`src/include/arr_pkg.sv`:
```
/*
 * Constants for the charger measurement result readout registers.
 * Assumes an 8-bit register address space reached over the serial
 * management port and a converter that delivers raw results.
 */
// Summary of operation
// All result fields are read-only and clear to their reset state on a software register reset.
// Battery current is reported signed: positive while charging, negative while discharging.
// Bit 7 of each high result byte is the two's complement sign: 0 positive, 1 negative.
// The connector temperature result is the sense pin voltage as a fraction of output voltage.
// Each count of the connector temperature result is a fixed 0.09766% step of output voltage.
// Software reads the high and low bytes of a channel back to back and joins them into 16 bits.
package arr_pkg;

  // ---------------------------------------------------------------
  // Register offsets
  // ---------------------------------------------------------------
  localparam logic [7:0] ARR_BATT_VOLTAGE_LOW_OFS = 8'h1f;
  localparam logic [7:0] ARR_BATT_CURRENT_HIGH_OFS = 8'h20;
  localparam logic [7:0] ARR_BATT_CURRENT_LOW_OFS = 8'h21;
  localparam logic [7:0] ARR_BUS_TEMP_SENSE_HIGH_OFS = 8'h22;

  // ---------------------------------------------------------------
  // Field layout and reset values
  // ---------------------------------------------------------------
  localparam int ARR_SIGN_BIT = 15;
  localparam int ARR_MAG_BITS = 15;
  localparam logic [15:0] ARR_RESULT_RESET = 16'h0000;
  localparam logic [7:0] ARR_UNMAPPED_DATA = 8'h00;
  localparam logic [14:0] ARR_MAG_SATURATE = 15'h7fff;

  // ---------------------------------------------------------------
  // Ratio scaling: 1024 counts = 100 % of output voltage
  // ---------------------------------------------------------------
  localparam real ARR_TEMP_STEP_PCT = 0.09766;
  localparam int ARR_TEMP_FRAC_BITS = 10;

  typedef enum logic [1:0] {
    ARR_DIV_IDLE,
    ARR_DIV_RUN,
    ARR_DIV_DONE
  } arr_div_state_t;

endpackage : arr_pkg

```
`src/design/arr_result_regs.sv`:
```
/*
 * Measurement result readout registers: battery voltage low byte,
 * signed battery current pair and connector temperature-sense high byte.
 * Assumes the serial management port decoder presents one byte read
 * per rd_en_i pulse and that converter inputs are synchronous to clock_i.
 */
module arr_result_regs
  import arr_pkg::*;
#(
  parameter int FRAC_BITS = ARR_TEMP_FRAC_BITS
) (
  input wire logic clock_i,
  input wire logic rst_i,
  input wire logic reg_rst_i,
  input wire logic conv_valid_i,
  input wire logic [15:0] batt_voltage_i,
  input wire logic [15:0] battery_current_result_i,
  input wire logic [15:0] tsbus_pin_mv_i,
  input wire logic [15:0] charger_output_voltage_i,
  input wire logic rd_en_i,
  input wire logic [7:0] rd_addr_i,
  output logic [7:0] rd_data_o,
  output logic rd_valid_o,
  output logic temp_busy_o
);

  localparam int DIVIDEND_W = ARR_MAG_BITS + FRAC_BITS + 1;
  localparam int CNT_W = $clog2(DIVIDEND_W + 1);

  if (FRAC_BITS < 1 || FRAC_BITS > 16) begin : g_bad_frac
    $error("FRAC_BITS out of range");
  end

  // ---------------------------------------------------------------
  // Result storage
  // ---------------------------------------------------------------
  logic [15:0] batt_voltage_ff, nxt_batt_voltage;
  logic [15:0] batt_current_ff, nxt_batt_current;
  logic [15:0] connector_temp_result_ff, nxt_connector_temp_result;
  logic [7:0] current_low_shadow_ff, nxt_current_low_shadow;
  logic shadow_valid_ff, nxt_shadow_valid;

  // ---------------------------------------------------------------
  // Ratio divider state
  // ---------------------------------------------------------------
  arr_div_state_t div_state_ff, nxt_div_state;
  logic [DIVIDEND_W-1:0] dividend_ff, nxt_dividend;
  logic [DIVIDEND_W-1:0] quotient_ff, nxt_quotient;
  logic [16:0] remainder_ff, nxt_remainder;
  logic [14:0] divisor_ff, nxt_divisor;
  logic [CNT_W-1:0] div_cnt_ff, nxt_div_cnt;
  logic neg_ff, nxt_neg;
  logic temp_busy_ff, nxt_temp_busy;

  logic [15:0] pin_mag;
  logic [16:0] rem_shift;
  logic [14:0] q_mag;

  // ---------------------------------------------------------------
  // Read port state
  // ---------------------------------------------------------------
  logic [7:0] rd_data_ff, nxt_rd_data;
  logic rd_valid_ff, nxt_rd_valid;

  assign pin_mag = tsbus_pin_mv_i[ARR_SIGN_BIT] ? 16'(-tsbus_pin_mv_i) : tsbus_pin_mv_i;
  assign rem_shift = {remainder_ff[15:0], dividend_ff[DIVIDEND_W-1]};
  assign q_mag = (|quotient_ff[DIVIDEND_W-1:ARR_MAG_BITS]) ? ARR_MAG_SATURATE
                                                          : quotient_ff[ARR_MAG_BITS-1:0];

  // ---------------------------------------------------------------
  // Result capture
  // ---------------------------------------------------------------
  always_comb begin
    nxt_batt_voltage = batt_voltage_ff;
    nxt_batt_current = batt_current_ff;
    nxt_connector_temp_result = connector_temp_result_ff;
    if (conv_valid_i) begin
      nxt_batt_voltage = batt_voltage_i;
      // Sign comes straight from the converter: charge flows in as positive
      nxt_batt_current = battery_current_result_i;
    end
    if (div_state_ff == ARR_DIV_DONE) begin
      // Negative pin voltage with a nonzero q_mag yields a two's complement ratio with bit 15 set
      nxt_connector_temp_result = neg_ff ? 16'(-{1'b0, q_mag}) : {1'b0, q_mag};
    end
    if (reg_rst_i) begin
      nxt_batt_voltage = ARR_RESULT_RESET;
      nxt_batt_current = ARR_RESULT_RESET;
      nxt_connector_temp_result = ARR_RESULT_RESET;
    end
  end

  always_ff @(posedge clock_i or posedge rst_i) begin
    if (rst_i) begin
      batt_voltage_ff <= ARR_RESULT_RESET;
      batt_current_ff <= ARR_RESULT_RESET;
      connector_temp_result_ff <= ARR_RESULT_RESET;
    end else begin
      batt_voltage_ff <= nxt_batt_voltage;
      batt_current_ff <= nxt_batt_current;
      connector_temp_result_ff <= nxt_connector_temp_result;
    end
  end

  // ---------------------------------------------------------------
  // Connector ratio: (pin << FRAC_BITS) / output voltage
  // ---------------------------------------------------------------
  // A new sample arriving mid-division is dropped; the old ratio stays
  // until the running one finishes, which avoids half-updated results.
  always_comb begin
    nxt_div_state = div_state_ff;
    nxt_dividend = dividend_ff;
    nxt_quotient = quotient_ff;
    nxt_remainder = remainder_ff;
    nxt_divisor = divisor_ff;
    nxt_div_cnt = div_cnt_ff;
    nxt_neg = neg_ff;
    case (div_state_ff)
      ARR_DIV_IDLE: begin
        if (conv_valid_i) begin
          nxt_dividend = DIVIDEND_W'({pin_mag, FRAC_BITS'(0)});
          nxt_divisor = charger_output_voltage_i[ARR_SIGN_BIT] ? 15'h0000
                                                               : charger_output_voltage_i[14:0];
          nxt_neg = tsbus_pin_mv_i[ARR_SIGN_BIT];
          nxt_quotient = '0;
          nxt_remainder = '0;
          nxt_div_cnt = CNT_W'(DIVIDEND_W);
          nxt_div_state = ARR_DIV_RUN;
        end
      end
      ARR_DIV_RUN: begin
        nxt_dividend = {dividend_ff[DIVIDEND_W-2:0], 1'b0};
        if (divisor_ff == 15'h0000) begin
          // No output voltage: report full scale rather than divide by zero
          nxt_quotient = '1;
          nxt_div_state = ARR_DIV_DONE;
        end else begin
          if (rem_shift >= {2'b00, divisor_ff}) begin
            nxt_remainder = rem_shift - {2'b00, divisor_ff};
            nxt_quotient = {quotient_ff[DIVIDEND_W-2:0], 1'b1};
          end else begin
            nxt_remainder = rem_shift;
            nxt_quotient = {quotient_ff[DIVIDEND_W-2:0], 1'b0};
          end
          nxt_div_cnt = div_cnt_ff - CNT_W'(1);
          if (div_cnt_ff == CNT_W'(1)) begin
            nxt_div_state = ARR_DIV_DONE;
          end
        end
      end
      ARR_DIV_DONE: begin
        nxt_div_state = ARR_DIV_IDLE;
      end
      default: begin
        nxt_div_state = ARR_DIV_IDLE;
      end
    endcase
    if (reg_rst_i) begin
      nxt_div_state = ARR_DIV_IDLE;
    end
    // Busy is registered so that every output of the block leaves from a flop
    nxt_temp_busy = (nxt_div_state != ARR_DIV_IDLE);
  end

  always_ff @(posedge clock_i or posedge rst_i) begin
    if (rst_i) begin
      div_state_ff <= ARR_DIV_IDLE;
      dividend_ff <= '0;
      quotient_ff <= '0;
      remainder_ff <= '0;
      divisor_ff <= '0;
      div_cnt_ff <= '0;
      neg_ff <= 1'b0;
      temp_busy_ff <= 1'b0;
    end else begin
      div_state_ff <= nxt_div_state;
      dividend_ff <= nxt_dividend;
      quotient_ff <= nxt_quotient;
      remainder_ff <= nxt_remainder;
      divisor_ff <= nxt_divisor;
      div_cnt_ff <= nxt_div_cnt;
      neg_ff <= nxt_neg;
      temp_busy_ff <= nxt_temp_busy;
    end
  end

  // ---------------------------------------------------------------
  // Read decode
  // ---------------------------------------------------------------
  // Reading the current high byte freezes its low byte so a back to
  // back low read pairs with the same sample even if a new one lands.
  always_comb begin
    nxt_rd_data = rd_data_ff;
    nxt_rd_valid = rd_en_i;
    nxt_current_low_shadow = current_low_shadow_ff;
    nxt_shadow_valid = shadow_valid_ff;
    if (rd_en_i) begin
      nxt_shadow_valid = 1'b0;
      case (rd_addr_i)
        ARR_BATT_VOLTAGE_LOW_OFS: begin
          nxt_rd_data = batt_voltage_ff[7:0];
        end
        ARR_BATT_CURRENT_HIGH_OFS: begin
          nxt_rd_data = batt_current_ff[15:8];
          nxt_current_low_shadow = batt_current_ff[7:0];
          nxt_shadow_valid = 1'b1;
        end
        ARR_BATT_CURRENT_LOW_OFS: begin
          nxt_rd_data = shadow_valid_ff ? current_low_shadow_ff : batt_current_ff[7:0];
        end
        ARR_BUS_TEMP_SENSE_HIGH_OFS: begin
          nxt_rd_data = connector_temp_result_ff[15:8];
        end
        default: begin
          nxt_rd_data = ARR_UNMAPPED_DATA;
        end
      endcase
    end
    if (reg_rst_i) begin
      nxt_shadow_valid = 1'b0;
      nxt_current_low_shadow = ARR_RESULT_RESET[7:0];
    end
  end

  always_ff @(posedge clock_i or posedge rst_i) begin
    if (rst_i) begin
      rd_data_ff <= ARR_UNMAPPED_DATA;
      rd_valid_ff <= 1'b0;
      current_low_shadow_ff <= ARR_RESULT_RESET[7:0];
      shadow_valid_ff <= 1'b0;
    end else begin
      rd_data_ff <= nxt_rd_data;
      rd_valid_ff <= nxt_rd_valid;
      current_low_shadow_ff <= nxt_current_low_shadow;
      shadow_valid_ff <= nxt_shadow_valid;
    end
  end

  // ---------------------------------------------------------------
  // Outputs
  // ---------------------------------------------------------------
  // There is no write path at all: the fields are read-only.
  assign rd_data_o = rd_data_ff;
  assign rd_valid_o = rd_valid_ff;
  assign temp_busy_o = temp_busy_ff;

endmodule : arr_result_regs

```
`config.mk`:
```
export PLATFORM = sky130hd
export DESIGN_NAME = arr_result_regs
export DESIGN_NICKNAME = d
export VERILOG_FILES = /design/src/include/arr_pkg.sv /design/src/design/arr_result_regs.sv
export SDC_FILE = /design/constraint.sdc
export NUM_CORES = 1
export LEC_CHECK = 0
export BUFFER_PORTS_ARGS = -buffer_cell sky130_fd_sc_hd__buf_4
export CAP_MARGIN = 30
export CORE_MARGIN = 2
export CORE_UTILIZATION = 55
export DETAILED_ROUTE_END_ITERATION = 10
export GPL_ROUTABILITY_DRIVEN = 0
export PLACE_DENSITY = 0.78
export SYNTH_ARGS = -nofsm -noshare
export SYNTH_HDL_FRONTEND = slang
export SYNTH_SLANG_ARGS = --single-unit
```
`constraint.sdc`:
```
create_clock -name clock_i -period 4.3 [get_ports clock_i]
set_input_delay 0 -clock clock_i [delete_from_list [all_inputs] [get_ports clock_i]]
set_output_delay 0 -clock clock_i [all_outputs]
set_load 0.03 [all_outputs]
```
==> reports/summary.txt <==
CTS max path bufs -> 2
Clock Tree Root -> clkbuf_16
Layout cells sized above 1 -> 0.1550
Ys flop type -> dfrtp_1
IO Port Bufs -> 78
Clock Pin Slew Worst Setup and Hold Paths -> 60 ps
Most frequent cells in the layout -> 132 x dfrtp_1, 119 x nand2_1, 86 x buf_4, 79 x dlygate4sd3_1, 68 x o21ai_0
Worst-skew pair later-pin latency -> 420 ps
First drt pass iteration count -> 5
Post-CTS setup buffer count -> 0
Commonest non-fill, non-tap cell in the layout -> dfrtp_1
Mapped Nets -> 869
Post-DR wirelength/cell -> 16.94 um
Total gr overflow -> 0
RSZ-0062 raised after global routing -> no
Synth Warn # -> 0
Simple-gate share of the synthesized area -> 0.1880
Largest net degree at the start of global routing -> 72
Post-synthesis mux area share -> 0.04578
Initial Util -> 0.5672
Nets -> 1012
Mapped cell area -> 7216 um^2
Final setup vio count -> 0
Post-Synthesis Cells -> 773
First-pass GRT wire length -> 31400 um
Tightest Pin Transition -> 956.0 ps
Post-synth ARST share -> 1.000
# diodes -> 0
Reg-to-reg startpoint -> div_state_ff[0]
Setup TNS -> 0 ps
Rel. slew slack -> 0.3613
Area occupied by multi-input gates -> 3610 um^2
Initial antenna violation count -> 0
Number of max-cap violations -> 0
Clk_skew -> 4.534 ps
FP Rows -> 41
Synthesis-stage register bit count -> 132
Boundary pin count -> 87
All-Layer GR Usage -> 0.2770
Avg Inst Size Synth -> 9.335 um^2
FF-to-FF setup slack -> 1050 ps
Antenna Nets Post-Route -> 0
Hold_buf cts -> 79
CP Max Fanout -> 30
Main combinational cell family by area after synthesis -> compound AO/OA/AOI/OAI gates
Crit. End Element -> register
Via count -> 6554
Layout fillers -> 867
R2R cell count -> 8
Setup crit start kind -> register
Worst Hold End -> batt_voltage_ff[6]
Hold wc startpoint -> reg_rst_i
CTS tree -> built
Max Fclk -> 307.8 MHz
Die Y-Extent -> 118.5 um
Netlist cell types -> 72
Area growth syn-to-layout -> 30.14%
Hpwl dp -> 11670 um
Crit path from -> div_state_ff[0]
Sequential area share after synthesis -> 0.4578
Die Span X -> 118.5 um
Total CTS buffers -> 17
Vias/cell -> 5.953
Number of flops mapped to enable cells by yosys -> 0
Max VDD drop -> 0.0002786 V
# H-tree levels -> 4
Compound-Gate Fraction of Synth Area -> 0.1998
Crit path DAT -> 3550 ps
Tcrit/Tclk final -> 0.7556
Outcome -> finished clean
Adder-Cell Fraction of Synth Area -> 0.03399
Power Density -> 504.3 nW/um^2
Hold WC Path Type -> input port to register
Vias in the first global route -> 6431
Max Slew Vio Count -> 0
CORE AREA -> 12720 um^2
Final hold vios -> 0
Non-Filler Cell Area, Final -> 9390 um^2
Post-CTS Resized -> 0
Placement Cell Area -> 7904 um^2
Remaining DRCs -> 0
Period minus WS final -> 3249 ps
Kind of critical path -> register to register
Die ar. -> 14050 um^2
Wirelength, routed -> 18660 um
Clock sinks -> 132
End of the worst register-to-register path -> dividend_ff[25]
Iter 0 DRT Violations -> 617
Post-Synth XOR/XNOR Area -> 0.03277
Leak pwr -> 4.237 nW
Worst path required time -> 4600 ps
FF+latch area -> 3303 um^2
Hold Path Cell Cnt -> 2
-- worst max path at each step --
stage,slack (ps),end,depth (start not counted)
after global routing,830,dividend_ff[25],8
final,1050,dividend_ff[25],8
after CTS,1120,dividend_ff[25],8
after floorplan,770,batt_current_ff[0],1
after detailed placement,1730,remainder_ff[15],8
after global placement,1790,remainder_ff[15],8
-- area by class of cell --
cell class / instances / share of cell area
inverter: 34 / 0.01386
multi-input combinational: 566 / 0.3844
timing repair buffer: 165 / 0.1530
clock buffer: 18 / 0.04677
tap: 172 / 0.02292
clock inverter: 14 / 0.02732
sequential: 132 / 0.3518
-- worst max-delay path: stages (launching register included) --
cell	delay, ps
dfrtp_1	630
inv_1	210
nor2_1	600
nor2_1	130
buf_4	260
nand3_1	100
dlygate4sd3_1	560
o21ai_0	70
dlygate4sd3_1	560
-- flip-flops by register name, indices dropped and copies added (netlist names) --
name / flops
remainder_ff: 16
dividend_ff: 16
connector_temp_result_ff: 8
divisor_ff: 15
neg_ff: 1
rd_data_o: 8
temp_busy_o: 1
div_state_ff: 2
batt_voltage_ff: 8
current_low_shadow_ff: 8
rd_valid_o: 1
div_cnt_ff: 5
batt_current_ff: 16
quotient_ff: 26
shadow_valid_ff: 1
-- power by group --
| group | switching [mW] | internal, mW | total [mW] | leakage [nW] |
|---|---|---|---|---|
| sequential | 0.129 | 1.39 | 1.52 | 1.75 |
| clock | 0.528 | 1.16 | 1.69 | 0.332 |
| combinational | 0.906 | 0.621 | 1.53 | 2.16 |
| total | 1.56 | 3.17 | 4.74 | 4.24 |
-- cell usage after synthesis (12+ instances only) --
cell type / n / area share
dfrtp_1: 132 / 0.46
nand2_1: 119 / 0.062
o21ai_0: 68 / 0.047
nor2_1: 55 / 0.029
inv_1: 34 / 0.018
mux2i_1: 33 / 0.046
clkbuf_1: 28 / 0.015
a21oi_1: 24 / 0.017
ha_1: 18 / 0.031
nand3_1: 18 / 0.012
o31ai_1: 17 / 0.018
xnor2_1: 15 / 0.018
nand3b_1: 14 / 0.015
a22oi_1: 12 / 0.012
xor2_1: 12 / 0.015
-- layer usage --
| layer | routed length, um | global-route usage | share of wire |
|---|---|---|---|
| met5 | 0 | 0 | 0 |
| met4 | 439 | 0.1220 | 0.024 |
| met3 | 1017 | 0.05261 | 0.055 |
| met2 | 9040 | 0.4508 | 0.48 |
| met1 | 8159 | 0.3608 | 0.44 |
-- logic make-up after synthesis --
kind of cell,Yosys count
AND/OR/NAND/NOR,275
AO/OA/AOI/OAI,212
flip-flops,132
buffers and inverters,75
multiplexers,33
XOR/XNOR,27
adder cells (fa/ha/maj),19
-- per-stage QoR --
step           setup slack [ps]  hold WS [ps]    util  total power, mW  cells
3_3_place_gp               1789         229.2  0.6213            2.899    990
4_1_cts                    1122         1.023  0.7381            4.718   1101
5_1_grt                   825.2         27.64  0.7381            4.990   1101
2_1_floorplan             774.0         31.43       -            2.626    773
3_5_place_dp               1730         237.1  0.6213            2.960    990
6_report                   1051         13.32  0.7381            4.735   1101
No activity file was read; power rests on OpenSTA's default activity.
